### src/ccd_pkg.sv
// Shared constants, state types and helper functions for the chop and current-detect block.
// Assumes a single 100 MHz clock and the plain register port of the top module.
`default_nettype none

package ccd_pkg;
  // Register addresses
  localparam logic [3:0] ADDR_CONFIG = 4'h6;
  localparam logic [3:0] ADDR_THR_HIGH = 4'h7;
  localparam logic [3:0] ADDR_THR_LOW = 4'h8;
  localparam logic [3:0] ADDR_STATUS = 4'hF;
  // Reset values
  localparam logic [15:0] CONFIG_RESET = 16'h0600;
  localparam logic [15:0] THR_HIGH_RESET = 16'h0000;
  localparam logic [15:0] THR_LOW_RESET = 16'h0000;
  // Writable bits of the low threshold register; bits 7:4 read as zero
  localparam logic [15:0] THR_LOW_MASK = 16'hFF0F;
  // Field positions of the configuration register
  localparam int CHOP_DLY_MSB = 12;
  localparam int CHOP_DLY_LSB = 9;
  localparam int CHOP_EN_BIT = 8;
  localparam int ALLCH_BIT = 7;
  localparam int NUM_MSB = 6;
  localparam int NUM_LSB = 4;
  localparam int LEN_MSB = 3;
  localparam int LEN_LSB = 1;
  localparam int DET_EN_BIT = 0;
  // Field positions of the low threshold register
  localparam int THR_LOWER_MSB = 15;
  localparam int THR_LOWER_LSB = 8;
  // Status register bits
  localparam int ST_DETECT_BIT = 0;
  localparam int ST_SETTLE_BIT = 1;
  localparam int ST_WINDOW_BIT = 2;

  typedef enum logic [1:0] {
    CCD_CHOP_IDLE = 2'b00,
    CCD_CHOP_SETTLE = 2'b01,
    CCD_CHOP_MEASURE = 2'b10
  } ccd_chop_e;

  typedef enum logic [0:0] {
    CCD_DET_IDLE = 1'b0,
    CCD_DET_RUN = 1'b1
  } ccd_det_e;

  // Settling delay in modulator clock periods: 2 ** (code + 1)
  function automatic logic [16:0] chop_delay(input logic [3:0] code);
    return 17'h00002 << code;
  endfunction : chop_delay

  // Exceedances needed for a detection: 2 ** code
  function automatic logic [7:0] exceed_target(input logic [2:0] code);
    return 8'h01 << code;
  endfunction : exceed_target

  // Measurement window in conversion periods
  function automatic logic [11:0] window_len(input logic [2:0] code);
    logic [11:0] len;
    case (code)
      3'h0: len = 12'h080;
      3'h1: len = 12'h100;
      3'h2: len = 12'h200;
      3'h3: len = 12'h300;
      3'h4: len = 12'h500;
      3'h5: len = 12'h700;
      3'h6: len = 12'hA00;
      default: len = 12'hE00;
    endcase
    return len;
  endfunction : window_len

  // Magnitude of a two's complement conversion result
  function automatic logic [23:0] magnitude(input logic [23:0] d);
    return d[23] ? (~d + 24'h000001) : d;
  endfunction : magnitude
endpackage : ccd_pkg

`default_nettype wire

### src/ccd_cfg_if.sv
// Configuration fields passed from the register file to the two engines, and status passed back from them.
// Assumes all parties share mclk_in.
`default_nettype none

interface ccd_cfg_if;
  logic chop_enable;
  logic [3:0] chop_settle_delay;
  logic detect_mode_enable;
  logic [2:0] detect_exceed_count;
  logic [2:0] detect_window_length;
  logic chop_settling;
  logic window_running;

  modport regs(output chop_enable, chop_settle_delay, detect_mode_enable,
               detect_exceed_count, detect_window_length,
               input chop_settling, window_running);
  modport chop(input chop_enable, chop_settle_delay, output chop_settling);
  modport det(input detect_mode_enable, detect_exceed_count, detect_window_length,
              output window_running);
endinterface : ccd_cfg_if

`default_nettype wire

### src/ccd_chop_timer.sv
// Global-chop settling timer.
// Assumes mod_tick_in pulses once per modulator clock period and chop_start_in marks each chop phase.
`default_nettype none

module ccd_chop_timer (
  input wire logic mclk_in,
  input wire logic rst_b_in,
  ccd_cfg_if.chop cfg,
  input wire logic mod_tick_in,
  input wire logic chop_start_in,
  output logic measure_ok_out
);
  ccd_pkg::ccd_chop_e state, next_state;
  logic [16:0] cnt, next_cnt;
  logic en_d, next_en_d;

  // [RQ1] Settle before measuring
  always_comb begin
    next_state = state;
    next_cnt = cnt;
    next_en_d = cfg.chop_enable;
    case (state)
      ccd_pkg::CCD_CHOP_IDLE: begin
        if (cfg.chop_enable) begin
          next_state = ccd_pkg::CCD_CHOP_SETTLE;
          next_cnt = ccd_pkg::chop_delay(cfg.chop_settle_delay);
        end
      end
      ccd_pkg::CCD_CHOP_SETTLE: begin
        if (mod_tick_in && cnt == 17'h00001) begin
          next_state = ccd_pkg::CCD_CHOP_MEASURE;
          next_cnt = 17'h00000;
        end else if (mod_tick_in) begin
          next_cnt = cnt - 17'h00001;
        end
      end
      ccd_pkg::CCD_CHOP_MEASURE: begin
        if (chop_start_in) begin
          next_state = ccd_pkg::CCD_CHOP_SETTLE;
          next_cnt = ccd_pkg::chop_delay(cfg.chop_settle_delay);
        end
      end
      default: next_state = ccd_pkg::CCD_CHOP_IDLE;
    endcase
    // Disabling wins over any pending settle
    if (!cfg.chop_enable) begin
      next_state = ccd_pkg::CCD_CHOP_IDLE;
      next_cnt = 17'h00000;
    end
  end

  always_ff @(posedge mclk_in or negedge rst_b_in) begin
    if (!rst_b_in) begin
      state <= ccd_pkg::CCD_CHOP_IDLE;
      cnt <= 17'h00000;
      en_d <= 1'b0;
    end else begin
      state <= next_state;
      cnt <= next_cnt;
      en_d <= next_en_d;
    end
  end

  assign cfg.chop_settling = (state == ccd_pkg::CCD_CHOP_SETTLE);
  assign measure_ok_out = (state != ccd_pkg::CCD_CHOP_SETTLE);

  a_chop_delay_load: assert property (@(posedge mclk_in) disable iff (!rst_b_in) // [RQ1]
    (cfg.chop_enable && !en_d) |=> (cnt == ccd_pkg::chop_delay($past(cfg.chop_settle_delay))))
    else $error("Chop delay not loaded from code");
  a_chop_off_measure: assert property (@(posedge mclk_in) disable iff (!rst_b_in) // [RQ1]
    !cfg.chop_enable |=> measure_ok_out)
    else $error("Settling while chop disabled");
endmodule : ccd_chop_timer

`default_nettype wire

### src/ccd_detect_window.sv
// Current-detect window and exceedance counter.
// Assumes conv_in pulses once per counted conversion and hit_in only with it.
`default_nettype none

module ccd_detect_window (
  input wire logic mclk_in,
  input wire logic rst_b_in,
  ccd_cfg_if.det cfg,
  input wire logic conv_in,
  input wire logic hit_in,
  output logic detect_out
);
  ccd_pkg::ccd_det_e state, next_state;
  logic [11:0] win_cnt, next_win_cnt;
  logic [7:0] hit_cnt, next_hit_cnt;
  logic fired, next_fired;
  logic next_detect;

  always_comb begin
    next_state = state;
    next_win_cnt = win_cnt;
    next_hit_cnt = hit_cnt;
    next_fired = fired;
    next_detect = 1'b0;
    case (state)
      ccd_pkg::CCD_DET_IDLE: begin
        if (cfg.detect_mode_enable) begin
          next_state = ccd_pkg::CCD_DET_RUN;
        end
      end
      ccd_pkg::CCD_DET_RUN: begin
        // [RQ3] Count exceedances to target
        if (hit_in && !fired) begin
          next_hit_cnt = hit_cnt + 8'h01;
          if (next_hit_cnt == ccd_pkg::exceed_target(cfg.detect_exceed_count)) begin
            next_detect = 1'b1;
            next_fired = 1'b1;
          end
        end
        // [RQ4] Window length in conversions
        if (conv_in) begin
          if (win_cnt == ccd_pkg::window_len(cfg.detect_window_length) - 12'h001) begin
            next_win_cnt = 12'h000;
            next_hit_cnt = 8'h00;
            next_fired = 1'b0;
          end else begin
            next_win_cnt = win_cnt + 12'h001;
          end
        end
      end
      default: next_state = ccd_pkg::CCD_DET_IDLE;
    endcase
    // [RQ4] Mode runs only while enabled
    if (!cfg.detect_mode_enable) begin
      next_state = ccd_pkg::CCD_DET_IDLE;
      next_win_cnt = 12'h000;
      next_hit_cnt = 8'h00;
      next_fired = 1'b0;
      next_detect = 1'b0;
    end
  end

  always_ff @(posedge mclk_in or negedge rst_b_in) begin
    if (!rst_b_in) begin
      state <= ccd_pkg::CCD_DET_IDLE;
      win_cnt <= 12'h000;
      hit_cnt <= 8'h00;
      fired <= 1'b0;
      detect_out <= 1'b0;
    end else begin
      state <= next_state;
      win_cnt <= next_win_cnt;
      hit_cnt <= next_hit_cnt;
      fired <= next_fired;
      detect_out <= next_detect;
    end
  end

  assign cfg.window_running = (state == ccd_pkg::CCD_DET_RUN);

  a_exceed_target: assert property (@(posedge mclk_in) disable iff (!rst_b_in) // [RQ3]
    detect_out |-> $past(hit_in) && ($past(hit_cnt) + 8'h01 ==
      ccd_pkg::exceed_target($past(cfg.detect_exceed_count))))
    else $error("Detection without reaching exceedance count");
  a_detect_disabled: assert property (@(posedge mclk_in) disable iff (!rst_b_in) // [RQ4]
    !cfg.detect_mode_enable |=> !detect_out && win_cnt == 12'h000)
    else $error("Detect activity while mode disabled");
  a_window_bound: assert property (@(posedge mclk_in) disable iff (!rst_b_in) // [RQ4]
    win_cnt < ccd_pkg::window_len(cfg.detect_window_length))
    else $error("Window counter past selected length");
endmodule : ccd_detect_window

`default_nettype wire

### src/ccd_top.sv
// Chop and current-detect configuration block: registers, channel qualification and engines.
// Assumes a register master on the plain port and conversion results synchronous to mclk_in.
//
// Summary of operation
// [RQ1] With chop enabled, wait 2**(code+1) modulator periods before measuring; default 16.
// [RQ2] Qualification bit picks any channel (0) or all channels (1) to trigger.
// [RQ3] Detection needs 1, 2, 4 ... 128 exceedances; reset code selects one.
// [RQ4] Detect runs only while enabled; window lasts 128 to 3584 conversion periods.
// [RQ5] Upper sixteen threshold bits sit in a read-write register, reset zero.
// [RQ6] Lower threshold register follows the upper one, reset all zero.
// [RQ7] Bits 15:8 of the lower register complete a 24-bit threshold.
// [RQ8] Compare qualifying results in each window, count, signal detection at target.
`default_nettype none

module ccd_top (
  input wire logic mclk_in,
  input wire logic rst_b_in,
  input wire logic [3:0] reg_addr_in,
  input wire logic [15:0] reg_wdata_in,
  input wire logic reg_wr_in,
  input wire logic reg_rd_in,
  output logic [15:0] reg_rdata_out,
  input wire logic mod_tick_in,
  input wire logic chop_start_in,
  input wire logic conv_valid_in,
  input wire logic [3:0] ch_active_in,
  input wire logic [95:0] conv_data_in,
  output logic measure_ok_out,
  output logic detect_out,
  output logic detect_flag_out
);
  ccd_cfg_if cfg_bus ();

  logic [15:0] config_reg, next_config_reg;
  logic [15:0] thr_high, next_thr_high;
  logic [15:0] thr_low, next_thr_low;
  logic [15:0] next_rdata;
  logic detect_flag, next_detect_flag;
  logic [23:0] threshold;
  logic [3:0] exceed;
  logic qualify;
  logic counted_conv;
  logic detect_pulse;
  logic wr_config, wr_thr_high, wr_thr_low, wr_status;

  assign wr_config = reg_wr_in && (reg_addr_in == ccd_pkg::ADDR_CONFIG);
  assign wr_thr_high = reg_wr_in && (reg_addr_in == ccd_pkg::ADDR_THR_HIGH);
  assign wr_thr_low = reg_wr_in && (reg_addr_in == ccd_pkg::ADDR_THR_LOW);
  assign wr_status = reg_wr_in && (reg_addr_in == ccd_pkg::ADDR_STATUS);

  // Register file next values
  always_comb begin
    next_config_reg = config_reg;
    next_thr_high = thr_high;
    next_thr_low = thr_low;
    if (wr_config) begin
      next_config_reg = reg_wdata_in;
    end
    // [RQ5] Upper threshold full width
    if (wr_thr_high) begin
      next_thr_high = reg_wdata_in;
    end
    // [RQ6] Lower threshold register write
    if (wr_thr_low) begin
      next_thr_low = reg_wdata_in & ccd_pkg::THR_LOW_MASK;
    end
  end

  always_ff @(posedge mclk_in or negedge rst_b_in) begin
    if (!rst_b_in) begin
      config_reg <= ccd_pkg::CONFIG_RESET;
      thr_high <= ccd_pkg::THR_HIGH_RESET;
      thr_low <= ccd_pkg::THR_LOW_RESET;
    end else begin
      config_reg <= next_config_reg;
      thr_high <= next_thr_high;
      thr_low <= next_thr_low;
    end
  end

  // Configuration fields out to the engines
  assign cfg_bus.chop_enable = config_reg[ccd_pkg::CHOP_EN_BIT];
  assign cfg_bus.chop_settle_delay = config_reg[ccd_pkg::CHOP_DLY_MSB:ccd_pkg::CHOP_DLY_LSB];
  assign cfg_bus.detect_mode_enable = config_reg[ccd_pkg::DET_EN_BIT];
  assign cfg_bus.detect_exceed_count = config_reg[ccd_pkg::NUM_MSB:ccd_pkg::NUM_LSB];
  assign cfg_bus.detect_window_length = config_reg[ccd_pkg::LEN_MSB:ccd_pkg::LEN_LSB];

  // [RQ7] Upper word plus lower byte
  assign threshold = {thr_high, thr_low[ccd_pkg::THR_LOWER_MSB:ccd_pkg::THR_LOWER_LSB]};

  // [RQ8] Per-channel magnitude compare
  always_comb begin
    for (int i = 0; i < 4; i++) begin
      exceed[i] = conv_valid_in && ch_active_in[i] &&
                  (ccd_pkg::magnitude(conv_data_in[i*24 +: 24]) > threshold);
    end
  end

  // Conversions during chop settling are not trusted, so they neither count nor hit
  assign counted_conv = conv_valid_in && measure_ok_out;

  // [RQ2] Any or all channels
  always_comb begin
    if (config_reg[ccd_pkg::ALLCH_BIT]) begin
      qualify = counted_conv && (ch_active_in != 4'h0) && (exceed == ch_active_in);
    end else begin
      qualify = counted_conv && (exceed != 4'h0);
    end
  end

  ccd_chop_timer u_chop (
    .mclk_in(mclk_in),
    .rst_b_in(rst_b_in),
    .cfg(cfg_bus.chop),
    .mod_tick_in(mod_tick_in),
    .chop_start_in(chop_start_in),
    .measure_ok_out(measure_ok_out)
  );

  ccd_detect_window u_det (
    .mclk_in(mclk_in),
    .rst_b_in(rst_b_in),
    .cfg(cfg_bus.det),
    .conv_in(counted_conv),
    .hit_in(qualify),
    .detect_out(detect_pulse)
  );

  assign detect_out = detect_pulse;

  // [RQ8] Sticky detection, set wins over clear
  always_comb begin
    next_detect_flag = detect_flag;
    if (wr_status && reg_wdata_in[ccd_pkg::ST_DETECT_BIT]) begin
      next_detect_flag = 1'b0;
    end
    if (detect_pulse) begin
      next_detect_flag = 1'b1;
    end
  end

  // Read mux; unmapped addresses and idle cycles read zero
  always_comb begin
    next_rdata = 16'h0000;
    if (reg_rd_in) begin
      case (reg_addr_in)
        ccd_pkg::ADDR_CONFIG: next_rdata = config_reg;
        ccd_pkg::ADDR_THR_HIGH: next_rdata = thr_high;
        ccd_pkg::ADDR_THR_LOW: next_rdata = thr_low;
        ccd_pkg::ADDR_STATUS: begin
          next_rdata[ccd_pkg::ST_DETECT_BIT] = detect_flag;
          next_rdata[ccd_pkg::ST_SETTLE_BIT] = cfg_bus.chop_settling;
          next_rdata[ccd_pkg::ST_WINDOW_BIT] = cfg_bus.window_running;
        end
        default: next_rdata = 16'h0000;
      endcase
    end
  end

  always_ff @(posedge mclk_in or negedge rst_b_in) begin
    if (!rst_b_in) begin
      detect_flag <= 1'b0;
      reg_rdata_out <= 16'h0000;
    end else begin
      detect_flag <= next_detect_flag;
      reg_rdata_out <= next_rdata;
    end
  end

  assign detect_flag_out = detect_flag;

  a_thr_high_write: assert property (@(posedge mclk_in) disable iff (!rst_b_in) // [RQ5]
    wr_thr_high |=> thr_high == $past(reg_wdata_in))
    else $error("Upper threshold did not read back");
  a_thr_low_rsvd: assert property (@(posedge mclk_in) disable iff (!rst_b_in) // [RQ6]
    (reg_rd_in && reg_addr_in == ccd_pkg::ADDR_THR_LOW) |=> reg_rdata_out[7:4] == 4'h0)
    else $error("Reserved lower threshold bits not zero");
  a_thr_combine: assert property (@(posedge mclk_in) disable iff (!rst_b_in) // [RQ7]
    wr_thr_low |=> threshold[7:0] == $past(reg_wdata_in[15:8]))
    else $error("Lower threshold byte not in threshold");
  a_any_channel: assert property (@(posedge mclk_in) disable iff (!rst_b_in) // [RQ2]
    (!config_reg[ccd_pkg::ALLCH_BIT] && counted_conv && exceed != 4'h0) |-> qualify)
    else $error("Single channel exceedance not qualified");
  a_all_channels: assert property (@(posedge mclk_in) disable iff (!rst_b_in) // [RQ2]
    (config_reg[ccd_pkg::ALLCH_BIT] && exceed != ch_active_in) |-> !qualify)
    else $error("Partial exceedance qualified in all mode");
  a_detect_sticky: assert property (@(posedge mclk_in) disable iff (!rst_b_in) // [RQ8]
    detect_pulse |=> detect_flag_out)
    else $error("Detection flag not held");
  a_read_once: assert property (@(posedge mclk_in) disable iff (!rst_b_in) // [RQ5]
    !reg_rd_in |=> reg_rdata_out == 16'h0000)
    else $error("Read data outside its cycle");
endmodule : ccd_top

`default_nettype wire
### config.mk
export PLATFORM = sky130hd
export DESIGN_NAME = ccd_top
export DESIGN_NICKNAME = d
export VERILOG_FILES = /design/src/ccd_pkg.sv /design/src/ccd_cfg_if.sv /design/src/ccd_chop_timer.sv /design/src/ccd_detect_window.sv /design/src/ccd_top.sv
export SDC_FILE = /design/constraint.sdc
export NUM_CORES = 1
export LEC_CHECK = 0
export ABC_AREA = 1
export BUFFER_PORTS_ARGS = -buffer_cell sky130_fd_sc_hd__buf_4
export CAP_MARGIN = 40
export CORE_MARGIN = 2
export CORE_UTILIZATION = 40
export CTS_CLUSTER_DIAMETER = 100
export DETAILED_ROUTE_END_ITERATION = 10
export GPL_TIMING_DRIVEN = 0
export HOLD_SLACK_MARGIN = 0.12
export RECOVER_POWER = 100
export SLEW_MARGIN = 20
export SYNTH_ARGS = -nofsm -noshare
export SYNTH_HDL_FRONTEND = slang
export SYNTH_SLANG_ARGS = --single-unit
export TNS_END_PERCENT = 50
### constraint.sdc
create_clock -name mclk_in -period 4 [get_ports mclk_in]
set_clock_uncertainty 0.05 [all_clocks]
set_input_delay 0.4 -clock mclk_in [delete_from_list [all_inputs] [get_ports mclk_in]]
set_output_delay 0.4 -clock mclk_in [all_outputs]
set_load 0.01 [all_outputs]
Word-level counts from Yosys, hierarchy flattened
Index checks and enable logic that the tools add are counted.
W data, S select, Z words.
{"block": "totals", "in_bits": 127, "out_inout_bits": 19, "ff_bits": 103}
{"block": "op_classes", "muxes": 42, "n_reduce_logical": 28, "addsub": 8, "n_shift": 2, "n_lt_le_gt_ge": 4, "eq_ne": 23, "bitwise_logic": 4}
{"operator": "$add A24 B1 Y24 const B", "n": 4}
{"operator": "$gt A24 B24 Y1", "n": 4}
{"operator": "$mux W24", "n": 4}
{"operator": "$not A24 Y24", "n": 4}
{"operator": "$pmux W12 S7", "n": 1}
{"operator": "$mux W12", "n": 6}
{"operator": "$mux W17", "n": 4}
{"operator": "$pmux W17 S3", "n": 1}
{"operator": "$mux W8", "n": 5}
{"operator": "$pmux W13 S3", "n": 1}
{"operator": "$logic_and A1 B1 Y1", "n": 19}
{"operator": "$eq A17 B1 Y1 const B", "n": 1}
{"operator": "$shl A2 B4 Y17 const A", "n": 1}
{"operator": "$sub A17 B1 Y17 const B", "n": 1}
{"operator": "$mux W16", "n": 1}
{"operator": "$mux W1", "n": 14}
{"operator": "$add A12 B1 Y12 const B", "n": 1}
{"operator": "$eq A12 B12 Y1", "n": 1}
{"operator": "$pmux W3 S4", "n": 1}
{"operator": "$sub A12 B1 Y12 const B", "n": 1}
{"operator": "$eq A3 B3 Y1 const B", "n": 3}
{"operator": "$add A8 B1 Y8 const B", "n": 1}
{"operator": "$eq A4 B3 Y1 const B", "n": 2}
{"operator": "$eq A4 B4 Y1 const B", "n": 2}
{"operator": "other kinds (21)", "n": 28}

Longest topological paths before layout
{"block": "logic_depth", "word_depth": 14, "ltp_mapped": 31, "depth_no_buf": 31}

Cells and area by module
From an unflattened synthesis, not the netlist that was laid out.
{"block": "hier_totals", "hier_cells": 1501, "hier_area_um2": 10266.1}
{"mod": "ccd_top", "instances": 1, "seq_area_each_um2": 1529.0, "area_each_um2": 6901.6, "cells_per_inst": 997}
{"mod": "ccd_detect_window", "instances": 1, "seq_area_each_um2": 575.6, "area_each_um2": 1722.9, "cells_per_inst": 251}
{"mod": "ccd_chop_timer", "instances": 1, "seq_area_each_um2": 475.5, "area_each_um2": 1641.6, "cells_per_inst": 253}

Worst setup path after synthesis
No wires, ideal clock.
{"block": "synth_timing", "kind": "input -> register", "start": "input port conv_data_in[48]", "end": "register u_det.hit_cnt[0]", "setup_ns": 0.118, "setup_slack_ns": 0.560, "stages": 28, "n_path_buf": 0, "t_arrival_ns": 3.272, "path_cell_list": "inv_1 > ha_1 > inv_1 > nor3_2 > nand2_1 > nor3_2 > nand2_1 > nor3_2 > nand2_1 > nor3_2 > nand2_1 > o21ai_2 > nand2_1 > xor2_1 > ha_1 > nand2_1 > nor2_1 > nand2_1 > nor2_1 > a21oi_1 > nand2_1 > nand2_1 > o21bai_1 > nand2_4 > nand3_4 > nand2_1 > nand3_1 > nand2_1"}
{"block": "synth_via", "elab_chain_len": 14, "word_cells_on_any_way": 16, "classes_between": "1 x add/sub; 1 x order compare; 1 x eq/ne; 7 x mux; 1 x bitwise; 5 x reduce/logical"}
{"item": "start: declaration", "line": "ccd_top.sv:27", "source": "input wire logic [95:0] conv_data_in,"}
{"item": "$not A24 Y24", "line": "ccd_pkg.sv:74", "source": "return d[23] ? (~d + 24'h000001) : d;"}
{"item": "$add A24 B1 Y24", "line": "ccd_pkg.sv:74"}
{"item": "$mux W24 (*)", "line": "ccd_pkg.sv:74"}
{"item": "$gt A24 B24 Y1 (*)", "line": "ccd_top.sv:95", "source": "(ccd_pkg::magnitude(conv_data_in[i*24 +: 24]) > threshold);"}
{"item": "$logic_and A1 B1 Y1 (*)", "line": "ccd_top.sv:94", "source": "exceed[i] = conv_valid_in && ch_active_in[i] &&"}
{"item": "$eq A4 B4 Y1 / $reduce_bool A4 Y1 (equally long branches)", "line": "ccd_top.sv:105, ccd_top.sv:107"}
{"item": "$logic_and A1 B1 Y1, on equally long branches", "line": "ccd_top.sv:105, ccd_top.sv:107"}
{"item": "$mux W1 (*)", "line": "ccd_top.sv:104", "source": "if (config_reg[ccd_pkg::ALLCH_BIT]) begin"}
{"item": "$logic_and A1 B1 Y1 (*)", "line": "ccd_detect_window.sv:33", "source": "if (hit_in && !fired) begin"}
{"item": "$mux W8 (*)", "line": "ccd_detect_window.sv:33"}
{"item": "$mux W8", "line": "ccd_detect_window.sv:42", "source": "if (win_cnt == ccd_pkg::window_len(cfg.detect_window_length) - 12'h001) begin"}
{"item": "$mux W8 (*)", "line": "ccd_detect_window.sv:41", "source": "if (conv_in) begin"}
{"item": "$mux W8 (*)", "line": "ccd_detect_window.sv:25", "source": "case (state)"}
{"item": "$mux W8 (*)", "line": "ccd_detect_window.sv:54", "source": "if (!cfg.detect_mode_enable) begin"}
{"item": "end signal: assignment", "line": "ccd_detect_window.sv:73", "source": "hit_cnt <= next_hit_cnt;"}
{"item": "end: declaration", "line": "ccd_detect_window.sv:15", "source": "logic [7:0] hit_cnt, next_hit_cnt;"}
Mark *: on every way between the ends. The rest lies on a longest branch, timed or not. The select of a mux whose other input is x is not followed.
A chain may end at the register's enable or synchronous reset.

Final worst setup path
{"block": "layout_timing", "start": "input port conv_data_in[49]", "end": "register u_det.hit_cnt[7]"}
The elaborated chain is that of the path after synthesis.

==> impl_metrics.py <==
metrics = {
    "run_status": {
        "outcome": "finished, final reports clean",
    },
    "logic_synthesis": {
        "ys.flop_type": "dfrtp_1",
        "async_flop_share_pct": 100,
        "post_synth.cell_area_avg_um2": 7.12,
        "synth_area_leader_cell": "dfrtp_1",
        "synth_most_common_cell": "nand2_1",
        "synth_cells": 1354,
        "synth-edff-count": 0,
        "ys_warn_count": 0,
        "syn-cell-area_um2": 9640,
        "synth_nets": 1586,
        "yosys-top-cells-area": "dfrtp_1, ha_1, nand2_1, xor2_1, inv_1",
        "ys_seq_area_share_pct": 26.8,
        "ys_types": 49,
        "netlist.area_leader.share_pct": 26.2,
        "ys_ff_latch": 103,
        "synth_commonest_cells": "nand2_1, inv_1, nor2_1, ha_1, dfrtp_1",
    },
    "clock_network": {
        "clk_pin_slew_ps": 80,
        "cts_buffers": 9,
        "cts_num_sinks": 103,
        "clockRootBuffer": "clkbuf_16",
        "clkLatencyLatePin_ps": 350,
        "cts_tree": "built",
        "cts_buffer_depth": 2,
        "htreeDepth": 3,
    },
    "grt": {
        "met2_usage_pct": 37.4,
        "top_usage_layer": "met2",
        "antenna_found_initial": 0,
        "grt_pass1_wl_um": 46400,
        "grt_overflow_total": 0,
        "grt_pass1_vias": 8906,
        "met3_usage_pct": 3.49,
        "met1_usage_pct": 32.0,
        "grt_max_degree": 79,
        "grt_usage_pct": 22.8,
    },
    "sta": {
        "timing.final.hold_violations": 0,
        "hold_ws_ps": 287,
        "relSlewSlack_pct": 6.96,
        "min_period_over_period_pct": 96.2,
        "setup_viol_count_final": 0,
        "setup_slack_ps": 154,
        "slew_viol_final": 0,
        "rsz0062_at_grt": "yes",
        "max_clock_freq_ghz": 0.260,
        "tns_ps": 0,
        "worst_pin_slew_ps": 1400,
        "fin_crit_ps": 3850,
    },
    "placed_design": {
        "place_inst": 1818,
        "portBuffers": 144,
        "dp_hpwl_um": 22500,
        "pre_cts_slack_ps": -171,
        "gp_congestion": 0.873,
    },
    "worst_hold_path": {
        "min_path_cells": 3,
        "worstHoldPathType": "input pin to flip-flop",
        "holdPathEnd": "thr_high[4]$_DFFE_PN0P_",
        "min-delay-start": "reg_wdata_in[4]",
    },
    "detailed_routing": {
        "routed_wl_um": 29200,
        "vias": 9601,
        "dr.pass1.iters": 7,
        "drc": 0,
        "wl_per_cell_um": 15.8,
        "antenna_left": 0,
        "viasPerCell": 5.20,
        "drt-initial-drc-count": 650,
    },
    "layout": {
        "regMostFlops": "u_chop.cnt",
        "fin_cells": 1846,
        "antennaDiodeCount": 0,
        "finish.utilization_pct": 49.2,
        "drive_gt1_share_pct": 14.7,
        "largest_reg_flops": 17,
        "fin_nets": 1754,
        "areaGrowthSynthToFinish_pct": 20.2,
    },
    "power": {
        "powerDensity_nw_per_um2": 375,
        "p_leak_nw": 5.68,
        "vdd_ir_drop_max_mv": 0.280,
    },
    "setup_path": {
        "r2r_setup_slack_ps": 1330,
        "slowest_stage": "ha_1",
        "critPathLaunchType": "input pin",
        "critPathBufInv": 3,
        "criticalPathCategory": "input pin to flip-flop",
        "r2r_end": "u_det.hit_cnt[7]$_DFFE_PN0P_",
        "cp.arrival_ps": 4090,
        "r2r_cells": 18,
        "r2r-start": "thr_high[7]$_DFFE_PN0P_",
        "crit_family": "simple AND/OR/NAND/NOR gates",
        "worst_setup_path_end_kind": "flip-flop",
        "crit_cells": 32,
        "path_common_cell": "nand2_1",
        "cp.required_ps": 4250,
        "cp_max_fo": 6,
        "worst_path_largest_cell_delay_ps": 280,
    },
    "die": {
        "core_area_um2": 23500,
        "placementRows": 56,
        "start_util_pct": 41.0,
        "dieArea_um2": 25400,
        "pin_count": 146,
        "die_y_um": 159,
        "die_w_um": 159,
    },
    "flow_run": {
        "cap_violations": 0,
    },
}
## worst register-to-register path, stage by stage, from the launching register on
cell and delay (ps):
dfrtp_1 370, inv_1 200, ha_1 370, nand2_1 70, nor2_1 150, nand4_1 110
nor2_1 150, nand2_1 80, nand3_1 100, nand3_1 100, nand2_1 70, nand2_1 50
nor2_1 120, nand2_2 110, nand2_4 150, nand3_4 140, nand2_2 110, nand3_2 50
nand2_1 70
## per-stage QoR
stage	total power, mW	cell area, um^2
2_1_floorplan	2.72	9640
3_3_place_gp	3.32	11100
3_5_place_dp	3.36	11200
4_1_cts	4.34	11500
5_1_grt	4.73	11600
6_report	4.35	11600
## cell families (layout without fill, tap and decap cells)
group           Yosys count  in the layout  synth area share [%]
xor+xnor                114            114                  10.4
buf+inv                 207            378                  8.06
simple gates            592            594                  27.6
compound gates          233            233                  13.6
flops                   103            103                  26.8
fa+ha+maj               105            105                  13.6
## placed cells by master (no fill, tap or decap), types with 5 or more instances in the layout
cell type | Yosys | layout
nand2_1 | 312 | 302
clkbuf_1 | 26 | 49
nor2_1 | 118 | 118
nand4_1 | 27 | 27
nor4_1 | 6 | 6
a31oi_1 | 10 | 10
o221ai_1 | 7 | 7
o21bai_1 | 6 | 5
xor2_1 | 77 | 77
inv_1 | 162 | 163
xnor2_1 | 37 | 37
o21ai_1 | 15 | 10
nor3_1 | 32 | 30
nor3_2 | 17 | 16
ha_1 | 105 | 104
buf_4 | 0 | 128
or2_2 | 5 | 5
o22ai_1 | 17 | 17
dfrtp_1 | 101 | 101
clkbuf_16 | 0 | 9
inv_2 | 17 | 13
nand2_2 | 0 | 11
o21ai_0 | 79 | 82
a221oi_1 | 5 | 5
a21oi_1 | 74 | 73
nand3_1 | 52 | 50
o21a_1 | 7 | 7
## routing by layer
metal / wire (um) / vias up
met5: 0 / -
met4: 432 / 0
met3: 1590 / 29
met2: 13500 / 261
met1: 13700 / 4486
li1: - / 4825
## power by group
group / internal, mW / switching [mW]
Combinational: 0.758 / 1.31
Clock: 0.533 / 0.428
Sequential: 1.19 / 0.128
Total: 2.48 / 1.86
## worst max path at each step
| stage | startpoint | to | slack (ps) |
|---|---|---|---|
| 2_1_floorplan | conv_data_in[48] | u_det.hit_cnt[0]$_DFFE_PN0P_ | 560 |
| 3_3_place_gp | conv_data_in[48] | u_det.hit_cnt[4]$_DFFE_PN0P_ | -90 |
| 3_5_place_dp | conv_data_in[72] | u_det.hit_cnt[6]$_DFFE_PN0P_ | -170 |
| 4_1_cts | conv_data_in[72] | u_det.hit_cnt[6]$_DFFE_PN0P_ | 200 |
| 5_1_grt | conv_data_in[49] | u_det.hit_cnt[7]$_DFFE_PN0P_ | -130 |
| 6_report | conv_data_in[49] | u_det.hit_cnt[7]$_DFFE_PN0P_ | 150 |
## final cells by class
type	instances	area, um^2
plain buffers	26	97.6
clock buffers	11	253
clock inverters	5	75.1
fillers	2407	12000
inverters	181	689
multi-input cells	1046	6400
flip-flops and latches	103	2580
well taps	319	399
repair buffers	155	1090
## repair_timing
item / in CTS / in global routing
gates resized for setup: 0 / 37
buffers inserted: 0 / 8
endpoints found under the hold margin: 25 / 0
endpoints found under the setup margin: 0 / 10
hold buffers: 1 / 0
(Power assumes the default switching activity.)
